### config.mk
export PLATFORM = sky130hd
export DESIGN_NAME = jtb_tap
export DESIGN_NICKNAME = d
export VERILOG_FILES = /design/src/logic/jtb_pkg.sv /design/src/logic/jtb_sync.sv /design/src/logic/jtb_shreg.sv /design/src/logic/jtb_tap.sv
export VERILOG_INCLUDE_DIRS = /design/src /design/src/logic
export SDC_FILE = /design/constraint.sdc
export NUM_CORES = 1
export LEC_CHECK = 0
export BUFFER_PORTS_ARGS = -buffer_cell sky130_fd_sc_hd__buf_2
export CORE_MARGIN = 5
export CORE_UTILIZATION = 60
export CTS_CLUSTER_DIAMETER = 40
export DETAILED_ROUTE_END_ITERATION = 12
export HOLD_SLACK_MARGIN = 0.02
export PLACE_DENSITY = 0.82
export RECOVER_POWER = 100
export SLEW_MARGIN = 20
export SYNTH_ARGS = -nofsm -noshare
export SYNTH_HDL_FRONTEND = slang
export SYNTH_HIERARCHICAL = 1
export SYNTH_SLANG_ARGS = --single-unit
### constraint.sdc
create_clock -name i_mclk -period 3.9 [get_ports i_mclk]
set_input_delay 0.195 -clock i_mclk [delete_from_list [all_inputs] [get_ports i_mclk]]
set_output_delay 0.195 -clock i_mclk [all_outputs]
set_load 0.05 [all_outputs]
### src/logic/jtb_map.svh
// offsets, field positions, reset values and codes for the test access port
`ifndef JTB_MAP_SVH
`define JTB_MAP_SVH

// instruction register
`define JTB_IR_W 4
`define JTB_IR_BYPASS 4'hF
`define JTB_IR_IDCODE 4'h1
`define JTB_IR_CAPTURE 4'h1

// data registers
`define JTB_ID_W 32
`define JTB_BYP_W 1
`define JTB_BYP_CAPTURE 1'h0

// identification value, arbitrary neutral value, lsb must stay 1
`define JTB_IDCODE_DEF 32'h0A5C_3001

// pin group layout
`define JTB_PINS 4
`define JTB_PIN_TCK 0
`define JTB_PIN_TMS 1
`define JTB_PIN_TDI 2
`define JTB_PIN_TDO 3

// reset values of the pin group
`define JTB_PIN_IDLE 4'hF
`define JTB_OE_ALL_OFF 4'hF
`define JTB_PIN_OUT_RST 4'h0

`endif

### src/logic/jtb_pkg.sv
// types shared by the test access port files
`include "jtb_map.svh"

package jtb_pkg;

  // controller states, gray coded along the usual walk
  typedef enum logic [3:0] {
    JTB_TLR = 4'h0,
    JTB_RTI = 4'h1,
    JTB_SEL_DR = 4'h3,
    JTB_CAP_DR = 4'h2,
    JTB_SH_DR = 4'h6,
    JTB_EX1_DR = 4'h7,
    JTB_PAU_DR = 4'h5,
    JTB_EX2_DR = 4'h4,
    JTB_UPD_DR = 4'hC,
    JTB_SEL_IR = 4'hD,
    JTB_CAP_IR = 4'hF,
    JTB_SH_IR = 4'hE,
    JTB_EX1_IR = 4'hA,
    JTB_PAU_IR = 4'hB,
    JTB_EX2_IR = 4'h9,
    JTB_UPD_IR = 4'h8
  } jtb_tap_t;

  // the four shared pins, one bit each
  typedef logic [`JTB_PINS-1:0] jtb_pins_t;

  // whole state of the top module
  typedef struct packed {
    jtb_tap_t st;
    logic [`JTB_IR_W-1:0] ir_act;
    logic tck_d;
    logic gpio;
    jtb_pins_t pin_out;
    jtb_pins_t pin_oe_n;
    jtb_pins_t usr_in;
  } jtb_top_state_t;

endpackage

### src/logic/jtb_sync.sv
// two flip-flop synchroniser for a group of pin levels
`timescale 1ns/10ps

module jtb_sync #(
  parameter int W = 1,
  parameter logic [W-1:0] RST = '1
) (
  input wire logic i_mclk,
  input wire logic i_srst,
  input wire logic [W-1:0] i_d,
  output logic [W-1:0] o_q
);

  typedef struct packed {
    logic [W-1:0] s1;
    logic [W-1:0] s2;
  } jtb_sync_st_t;

  jtb_sync_st_t q;
  jtb_sync_st_t d;

  // first stage feeds only the second stage
  always_comb
  begin
    d.s1 = i_d;
    d.s2 = q.s1;
  end

  // registered stages, pulled-up idle level at reset
  always_ff @(posedge i_mclk)
  begin
    if (i_srst)
    begin
      q <= {RST, RST};
    end
    else
    begin
      q <= d;
    end
  end

  assign o_q = q.s2;

endmodule

### src/logic/jtb_shreg.sv
// parallel capture, serial shift register, lsb leaves first
`timescale 1ns/10ps

module jtb_shreg #(
  parameter int W = 4
) (
  input wire logic i_mclk,
  input wire logic i_srst,
  input wire logic i_cap,
  input wire logic i_shift,
  input wire logic [W-1:0] i_cap_val,
  input wire logic i_sin,
  output logic [W-1:0] o_q
);

  typedef struct packed {
    logic [W-1:0] sr;
  } jtb_shreg_st_t;

  jtb_shreg_st_t q;
  jtb_shreg_st_t d;
  logic [W:0] cat;

  // capture wins over shift; shift moves towards bit 0
  always_comb
  begin
    cat = {i_sin, q.sr};
    d = q;
    if (i_cap)
    begin
      d.sr = i_cap_val;
    end
    else if (i_shift)
    begin
      d.sr = cat[W:1];
    end
  end

  // state register
  always_ff @(posedge i_mclk)
  begin
    if (i_srst)
    begin
      q <= '0;
    end
    else
    begin
      q <= d;
    end
  end

  assign o_q = q.sr;

endmodule

### src/logic/jtb_tap.sv
// reduced test access port with bypass and identification, sharing pins with user i/o
//
// Operation
// all-ones instruction puts one-bit bypass register between serial input and output
// holding serial input high through an instruction scan selects bypass
// bypass shifting follows test clock and leaves user logic undisturbed
// code 0001 puts identification register between serial input and output
// no test reset pin; power-up reset resets test logic
// serial input sampled on each rising test clock edge while shifting
// serial output updated on each falling test clock edge while shifting
// serial output floats whenever nothing is shifted out
// far side keeps mode select high during normal user operation
// pins default to test function; stored option returns them to i/o
// macrocells behind test pins stay usable as buried logic
// once disabling configuration is present, four pins act as plain i/o
// standard sixteen-state controller on rising test clock, four-bit instruction
// unknown instruction codes select the bypass register
`timescale 1ns/10ps
`include "jtb_map.svh"

module jtb_tap #(
  parameter logic [`JTB_ID_W-1:0] IDCODE = `JTB_IDCODE_DEF // arbitrary value
) (
  input wire logic i_mclk,
  input wire logic i_srst,
  input wire logic i_cfg_port_off,
  input wire jtb_pkg::jtb_pins_t i_pin_in,
  output jtb_pkg::jtb_pins_t o_pin_out,
  output jtb_pkg::jtb_pins_t o_pin_oe_n,
  input wire jtb_pkg::jtb_pins_t i_usr_out,
  input wire jtb_pkg::jtb_pins_t i_usr_oe_n,
  output jtb_pkg::jtb_pins_t o_usr_in,
  output logic o_port_gpio,
  output jtb_pkg::jtb_tap_t o_tap_state,
  output logic [`JTB_IR_W-1:0] o_ir
);

  import jtb_pkg::*;

  jtb_top_state_t q;
  jtb_top_state_t d;

  jtb_pins_t pin_s;
  logic tck_s;
  logic tms_s;
  logic tdi_s;
  logic tck_rise;
  logic tck_fall;
  logic sel_id;
  logic sh_ir;
  logic sh_dr;
  logic ir_cap;
  logic ir_shift;
  logic id_cap;
  logic id_shift;
  logic byp_cap;
  logic byp_shift;
  logic [`JTB_IR_W-1:0] ir_sr;
  logic [`JTB_ID_W-1:0] id_sr;
  logic [`JTB_BYP_W-1:0] byp_sr;
  logic tdo_bit;

  // controller transition on one rising test clock edge
  function automatic jtb_tap_t tap_next(input jtb_tap_t st, input logic tms);
    jtb_tap_t nx;
    nx = st;
    unique case (st)
      JTB_TLR:    nx = tms ? JTB_TLR : JTB_RTI;
      JTB_RTI:    nx = tms ? JTB_SEL_DR : JTB_RTI;
      JTB_SEL_DR: nx = tms ? JTB_SEL_IR : JTB_CAP_DR;
      JTB_CAP_DR: nx = tms ? JTB_EX1_DR : JTB_SH_DR;
      JTB_SH_DR:  nx = tms ? JTB_EX1_DR : JTB_SH_DR;
      JTB_EX1_DR: nx = tms ? JTB_UPD_DR : JTB_PAU_DR;
      JTB_PAU_DR: nx = tms ? JTB_EX2_DR : JTB_PAU_DR;
      JTB_EX2_DR: nx = tms ? JTB_UPD_DR : JTB_SH_DR;
      JTB_UPD_DR: nx = tms ? JTB_SEL_DR : JTB_RTI;
      JTB_SEL_IR: nx = tms ? JTB_TLR : JTB_CAP_IR;
      JTB_CAP_IR: nx = tms ? JTB_EX1_IR : JTB_SH_IR;
      JTB_SH_IR:  nx = tms ? JTB_EX1_IR : JTB_SH_IR;
      JTB_EX1_IR: nx = tms ? JTB_UPD_IR : JTB_PAU_IR;
      JTB_PAU_IR: nx = tms ? JTB_EX2_IR : JTB_PAU_IR;
      JTB_EX2_IR: nx = tms ? JTB_UPD_IR : JTB_SH_IR;
      JTB_UPD_IR: nx = tms ? JTB_SEL_DR : JTB_RTI;
    endcase
    return nx;
  endfunction

  // all four pins cross into the system clock domain
  jtb_sync #(
    .W(`JTB_PINS),
    .RST(`JTB_PIN_IDLE)
  ) u_pin_sync (
    .i_mclk(i_mclk),
    .i_srst(i_srst),
    .i_d(i_pin_in),
    .o_q(pin_s)
  );

  // synchronised pin levels by function
  assign tck_s = pin_s[`JTB_PIN_TCK];
  assign tms_s = pin_s[`JTB_PIN_TMS];
  assign tdi_s = pin_s[`JTB_PIN_TDI];

  // test clock edges, only while the pins serve the test port
  assign tck_rise = ~q.gpio & tck_s & ~q.tck_d;
  assign tck_fall = ~q.gpio & ~tck_s & q.tck_d;

  // identification only for its own code, everything else is bypass
  assign sel_id = (q.ir_act == `JTB_IR_IDCODE);

  // shift states of the two paths
  assign sh_ir = (q.st == JTB_SH_IR);
  assign sh_dr = (q.st == JTB_SH_DR);

  // register strobes, all taken on a rising test clock edge
  assign ir_cap = tck_rise & (q.st == JTB_CAP_IR);
  assign ir_shift = tck_rise & sh_ir;
  assign id_cap = tck_rise & (q.st == JTB_CAP_DR) & sel_id;
  assign id_shift = tck_rise & sh_dr & sel_id;
  assign byp_cap = tck_rise & (q.st == JTB_CAP_DR) & ~sel_id;
  assign byp_shift = tck_rise & sh_dr & ~sel_id;

  // instruction shift register, captures the fixed 0001 pattern
  jtb_shreg #(
    .W(`JTB_IR_W)
  ) u_ir_sr (
    .i_mclk(i_mclk),
    .i_srst(i_srst),
    .i_cap(ir_cap),
    .i_shift(ir_shift),
    .i_cap_val(`JTB_IR_CAPTURE),
    .i_sin(tdi_s),
    .o_q(ir_sr)
  );

  // identification register, reloaded on each data capture while the identification instruction is active
  jtb_shreg #(
    .W(`JTB_ID_W)
  ) u_id_sr (
    .i_mclk(i_mclk),
    .i_srst(i_srst),
    .i_cap(id_cap),
    .i_shift(id_shift),
    .i_cap_val(IDCODE),
    .i_sin(tdi_s),
    .o_q(id_sr)
  );

  // one-bit bypass register, captures zero
  jtb_shreg #(
    .W(`JTB_BYP_W)
  ) u_byp_sr (
    .i_mclk(i_mclk),
    .i_srst(i_srst),
    .i_cap(byp_cap),
    .i_shift(byp_shift),
    .i_cap_val(`JTB_BYP_CAPTURE),
    .i_sin(tdi_s),
    .o_q(byp_sr)
  );

  // bit presented at the serial output
  always_comb
  begin
    if (sh_ir)
    begin
      tdo_bit = ir_sr[0];
    end
    else if (sel_id)
    begin
      tdo_bit = id_sr[0];
    end
    else
    begin
      tdo_bit = byp_sr[0];
    end
  end

  // next state of the whole port
  always_comb
  begin
    d = q;
    d.tck_d = tck_s;
    d.gpio = i_cfg_port_off;
    d.usr_in = pin_s;
    if (q.gpio)
    begin
      // pins handed to user logic, test logic parked in reset
      d.st = JTB_TLR;
      d.ir_act = `JTB_IR_IDCODE;
      d.pin_out = i_usr_out;
      d.pin_oe_n = i_usr_oe_n;
    end
    else
    begin
      // test input pins are never driven by the port
      d.pin_out[`JTB_PIN_TCK] = 1'b0;
      d.pin_out[`JTB_PIN_TMS] = 1'b0;
      d.pin_out[`JTB_PIN_TDI] = 1'b0;
      d.pin_oe_n[`JTB_PIN_TCK] = 1'b1;
      d.pin_oe_n[`JTB_PIN_TMS] = 1'b1;
      d.pin_oe_n[`JTB_PIN_TDI] = 1'b1;
      if (tck_rise)
      begin
        d.st = tap_next(q.st, tms_s);
      end
      if (tck_fall)
      begin
        // output changes only on the falling edge
        if (sh_ir || sh_dr)
        begin
          d.pin_out[`JTB_PIN_TDO] = tdo_bit;
          d.pin_oe_n[`JTB_PIN_TDO] = 1'b0;
        end
        else
        begin
          d.pin_oe_n[`JTB_PIN_TDO] = 1'b1;
        end
        // new instruction takes effect on the falling edge in update
        if (q.st == JTB_UPD_IR)
        begin
          d.ir_act = ir_sr;
        end
        else if (q.st == JTB_TLR)
        begin
          d.ir_act = `JTB_IR_IDCODE;
        end
      end
      // test reset state always restores the default instruction
      // and releases the serial output left enabled by user logic
      if (q.st == JTB_TLR)
      begin
        d.ir_act = `JTB_IR_IDCODE;
        d.pin_oe_n[`JTB_PIN_TDO] = 1'b1;
      end
    end
  end

  // single state register; power-up reset stands in for a test reset pin
  always_ff @(posedge i_mclk)
  begin
    if (i_srst)
    begin
      q.st <= JTB_TLR;
      q.ir_act <= `JTB_IR_IDCODE;
      q.tck_d <= 1'b1;
      q.gpio <= 1'b0;
      q.pin_out <= `JTB_PIN_OUT_RST;
      q.pin_oe_n <= `JTB_OE_ALL_OFF;
      q.usr_in <= `JTB_PIN_IDLE;
    end
    else
    begin
      q <= d;
    end
  end

  // every output straight from the state register
  assign o_pin_out = q.pin_out;
  assign o_pin_oe_n = q.pin_oe_n;
  assign o_usr_in = q.usr_in;
  assign o_port_gpio = q.gpio;
  assign o_tap_state = q.st;
  assign o_ir = q.ir_act;

endmodule

* After elaboration in Yosys (flattened, before gate mapping)
Cells that the tools add are included.
** Storage, ports and cells
- Bits of input ports :: 15
- Flip-flop bits (word level) :: 67
- Logic and storage cells :: 91
- Output and inout port bits :: 21
** Operators by class
- Reductions and logical operators :: 18
- Equality and inequality tests :: 16
- Multiplexer cells :: 25
- Bitwise operators :: 16
** Operator list (number)
- 2-to-1 mux 28 bit :: 2
- case mux 4 bit (12 select lines) :: 1
- == test 4 bit (second input constant) :: 8
- == test 4 x 3 -> 1 bit (second input constant) :: 4
- 2-to-1 mux 4 bit :: 4
- OR reduction 2 bit :: 7
- bitwise AND 1 bit :: 12
- 2-to-1 mux 1 bit :: 12
- == test 4 x 1 -> 1 bit (second input constant) :: 2
- == test 4 x 2 -> 1 bit (second input constant) :: 2
- 2-to-1 mux 8 bit :: 1
- nonzero test 2 bit :: 4
- 2-to-1 mux 2 bit :: 3
- 2-to-1 mux 3 bit :: 2
- OR reduction 3 bit :: 2
- zero test 4 bit :: 1
- NOT 1 bit :: 4
- AND reduction 2 bit :: 2
- nonzero test 3 bit :: 1
- logical OR 1 bit :: 1

* Depth between registers and ports, before layout
- Depth after elaboration :: 7
- Depth in mapped cells :: 8
- Gate-level depth less buffers :: 6

* Cells and area by module
The synthesis kept the hierarchy.
** By module, submodules not included
- jtb_shreg at u_id_sr :: times used 1, cells each 142, seq. area each 640.6 µm², area an instance 1510.2 µm²
- jtb_tap :: times used 1, cells each 130, seq. area each 420.4 µm², area an instance 1049.8 µm²
- jtb_sync :: times used 1, cells each 16, seq. area each 160.2 µm², area an instance 210.2 µm²
- jtb_shreg at u_ir_sr :: times used 1, cells each 18, seq. area each 80.1 µm², area an instance 190.2 µm²
- jtb_shreg at u_byp_sr :: times used 1, cells each 5, seq. area each 20.0 µm², area an instance 52.6 µm²

* Worst setup path after synthesis
No wires, ideal clock.
- Kind :: register -> register
- Start :: register q (netlist bit o_ir[0])
- End :: register u_id_sr.q (netlist bit u_id_sr/o_q[0])
- Data arrival time :: 2064 ps
- Period minus slack after synthesis :: 2201 ps
- Setup time :: 138 ps
- Stages on the path, launching flop included :: 7
- Slack :: 1699 ps
- Buffers on the path :: 2
- Data required time :: 3762 ps
- Cell sequence :: dfxtp_1 > or4b_2 > nor3_1 > buf_6 > buf_12 > mux2i_1 > a211oi_1
** On the way
- Longest elaborated chain between the ends :: 3
- Elaborated cells between the ends (all ways) :: 5
- Classes of those cells :: eq/ne (1); mux (1); bitwise (2); reduce/logical (1)
** Ends and longest elaborated chain
- from (decl) :: line jtb_tap.sv:40 : jtb_top_state_t q;
- == test 4 x 1 -> 1 bit (no line)
- bitwise AND 1 bit :: line jtb_tap.sv:119 : assign id_shift = tck_rise & sh_dr & sel_id;
- named net id_shift :: line jtb_tap.sv:55 : logic id_shift;
- nonzero test 2 bit (no line)
- to (signal assigned) :: line jtb_shreg.sv:44 : q <= '0;
- to (signal assigned) :: line jtb_shreg.sv:48 : q <= d;
- to (decl) :: line jtb_shreg.sv:20 : jtb_shreg_st_t q;
The timed path passes the listed nets, and every way through them passes these cells.
A chain may end at the register's enable or synchronous reset.

* Worst setup path in the final report
- Start :: register q (netlist bit o_ir[3])
- End :: register u_id_sr.q (netlist bit u_id_sr/o_q[3])
** On the way
- Longest elaborated chain between the ends :: 3
- Elaborated cells between the ends (all ways) :: 4
- Classes of those cells :: eq/ne (1); bitwise (2); reduce/logical (1)
** Ends and longest elaborated chain
- == test 4 x 1 -> 1 bit (no line)
- bitwise AND 1 bit :: line jtb_tap.sv:118 : assign id_cap = tck_rise & (q.st == JTB_CAP_DR) & sel_id;
- named net id_cap :: line jtb_tap.sv:54 : logic id_cap;
- OR reduction 2 bit (no line)
The timed path passes the listed nets, and every way through them passes these cells.

==> flow_summary.yaml <==
logic_synthesis:
  synth.top_cells.by_area: "dfxtp_1 44%, mux2i_1 13%, a211oi_1 9.0%"
  synth_area_leader_cell: "dfxtp_1"
  synth-seq-cells: 66
  synth-compound-area-share: 0.158
  synth_ff_type: "dfxtp_1"
  synth_mux_area_frac: 0.133
  async_reset_ff_frac: 0
  avgSynthCellArea_um2: 9.69
  yosysWarnings: 6
  synth.distinct_cells: 42
  synth_edf_count: 0
  syn_area_um2: 3010
  synth_top_area_frac: 0.439
  yosysSeqAreaShare: 0.439
  synth-simple-area-share: 0.206
  post_synth_inst_count: 311
  synth_adder_area_share: 0
  synth_xor_area_frac: 0
  synth_top_family_by_area: "simple AND/OR/NAND/NOR gates"
floorplan:
  rows: 25
  initial_core_util: 0.630
  coreArea_um2: 4790
  num_io_pins: 36
  dieArea_um2: 6540
  die_h_um: 80.9
  die_x_um: 80.9
final_layout:
  seq_area_um2: 1320
  final_cell_mix: "66 x dfxtp_1, 43 x nor2b_1, 40 x mux2i_1, 37 x conb_1, 36 x a211oi_1"
  drive_above_1_share: 0.104
  multiInputGateArea_um2: 1640
  layout_commonest_cell: "dfxtp_1"
  area_delta_synth_final_pct: 14.3
  diodes: 0
  fin_nets: 385
  nFillCells: 404
place:
  hpwl_mm: 3.50
  place_congestion: 0.836
  io_buffers: 35
  dpl_worst_slack_ps: 1460
pwr:
  peakVddDrop_mv: 0.287
  power_density_nw_per_um2: 382
  p_leak_nw: 1.18
clock_tree:
  ctsHoldBuffers: 0
  cts.sinks: 66
  cts-root-buf: "clkbuf_8"
  h-tree-depth: 3
  cts_setup_buffers: 0
  cts_resized: 0
  clk_latency_ps: 330
  numCtsBuffers: 9
  cts_tree: "built"
  clockBufferDepth: 2
  path_clk_slew_ps: 70
timing:
  tns_ps: 0
  fmax_mhz: 395
  slew_headroom: -0.491
  finalCritPeriodShare: 0.650
  slew_viol_final: 57
  report.final.hold_viol_count: 0
  rsz0062_at_grt: "no"
  period_minus_slack_ps: 2530
  finalClockSkew_ps: 8.20
  setup_violations: 0
  tightest_slew_ps: 2240
  postLayoutSetupSlackWorst_ps: 1370
critical_path:
  worstPathCellList: "or4b_2 > nor2_1 > buf_4 > inv_1 > a211oi_1"
  cpMaxStageDelayCell: "or4b_2"
  start_kind: "register"
  critPathRequiredTime_ps: 4110
  reg2reg_slack_ps: 1370
  crit_arrival_ps: 2740
  crit_family: "simple AND/OR/NAND/NOR gates"
  worstSetupPathType: "register to register"
  cp_max_fo: 33
  slowest_delay_ps: 740
  end_kind: "register"
  path_buf_inv: 2
grt:
  grt_use_total: 0.178
  grt_max_degree: 57
  grt-ovfl-total: 0
  antenna_found_initial: 0
  grt_pass1_wl_mm: 9.31
  first_global_vias: 2154
run_status:
  failed_checks: "capacitance limit, slew limit"
  outcome: "finished with violations"
route:
  top_layer: "met4"
  wl_met2_mm: 2.54
  ant_nets: 0
  drt-initial-drc-count: 161
  wl_per_cell_um: 12.5
  drtPass1Iterations: 4
  vias_per_cell: 5.18
  drc: 0
  routed_wl_mm: 5.50
  wl_met1_mm: 2.65
  wl_met3_um: 247
  dr_total_vias: 2291
run:
  max_cap_violations: 1
min_path:
  holdCritPathClass: "primary input to register"
[sequential cells by signal, indices dropped and copies added (netlist names)]
register,flops
o_ir,4
o_pin_oe_n,4
o_pin_out,4
o_port_gpio,1
o_tap_state,4
o_usr_in,4
u_byp_sr/o_q,1
u_id_sr/o_q,32
u_ir_sr/o_q,4
u_pin_sync/d,4
u_pin_sync/o_q,4
[synth_stat cells (all sizes together), types with 2 or more instances]
cell	count
dfxtp	66
buf	7
or2	12
o21ai	8
or4	2
nor3	5
mux2i	40
a21oi	10
a211oi	37
nor2	12
nor2b	43
nand2	8
conb	2
nand2b	5
a211o	2
clkbuf	17
and2	3
inv	8
nor3b	5
[metal layers]
layer | track usage | vias to the layer above
li1 | - | 1177
met3 | 0.0366 | 6
met5 | 0 | -
met1 | 0.224 | 1060
met2 | 0.295 | 48
met4 | 0.0777 | 0
[report_power, final]
group	leakage, nW	internal [mW]	total, mW	switching, mW
Combinational	0.550	0.0147	0.0511	0.0364
Clock	0.0945	0.312	0.575	0.263
Sequential	0.535	0.682	0.688	0.00614
Total	1.18	1.01	1.31	0.305
[path summary, 6_finish.rpt]
path,startpoint,to,cells after the start
max,o_ir[3],u_id_sr/o_q[3],5
min,i_pin_in[2],u_pin_sync/d[2],2
max reg2reg,o_ir[3],u_id_sr/o_q[3],5
min reg2reg,u_pin_sync/d[1],u_pin_sync/o_q[1],1
[through the flow]
stage,hold WS [ps],power (mW),utilization,std cells,area (um2)
after floorplan,260,0.738,-,346,3140
after global placement,370,0.754,0.683,426,3270
after detailed placement,380,0.755,0.683,426,3270
after CTS,30.7,1.33,0.725,442,3470
after global routing,35.6,1.36,0.719,442,3440
final,43.0,1.31,0.719,442,3440
[final cells by class]
| type | instances | share of cell area |
|---|---|---|
| clock inverters | 6 | 0.0193 |
| multi-input cells | 248 | 0.477 |
| clock buffers | 10 | 0.0400 |
| repair buffers | 37 | 0.0472 |
| well taps | 67 | 0.0243 |
| flip-flops and latches | 66 | 0.384 |
| inverters | 8 | 0.00872 |
[logic make-up (layout without fill, tap and decap cells)]
logic type	Yosys count	in the layout
and+or+nand+nor	104	104
AOI/OAI and AO/OA	67	67
DFF	66	66
muxes	40	40
buffers and inverters	32	61
other	2	37
No activity file was read; power rests on OpenSTA's default activity.
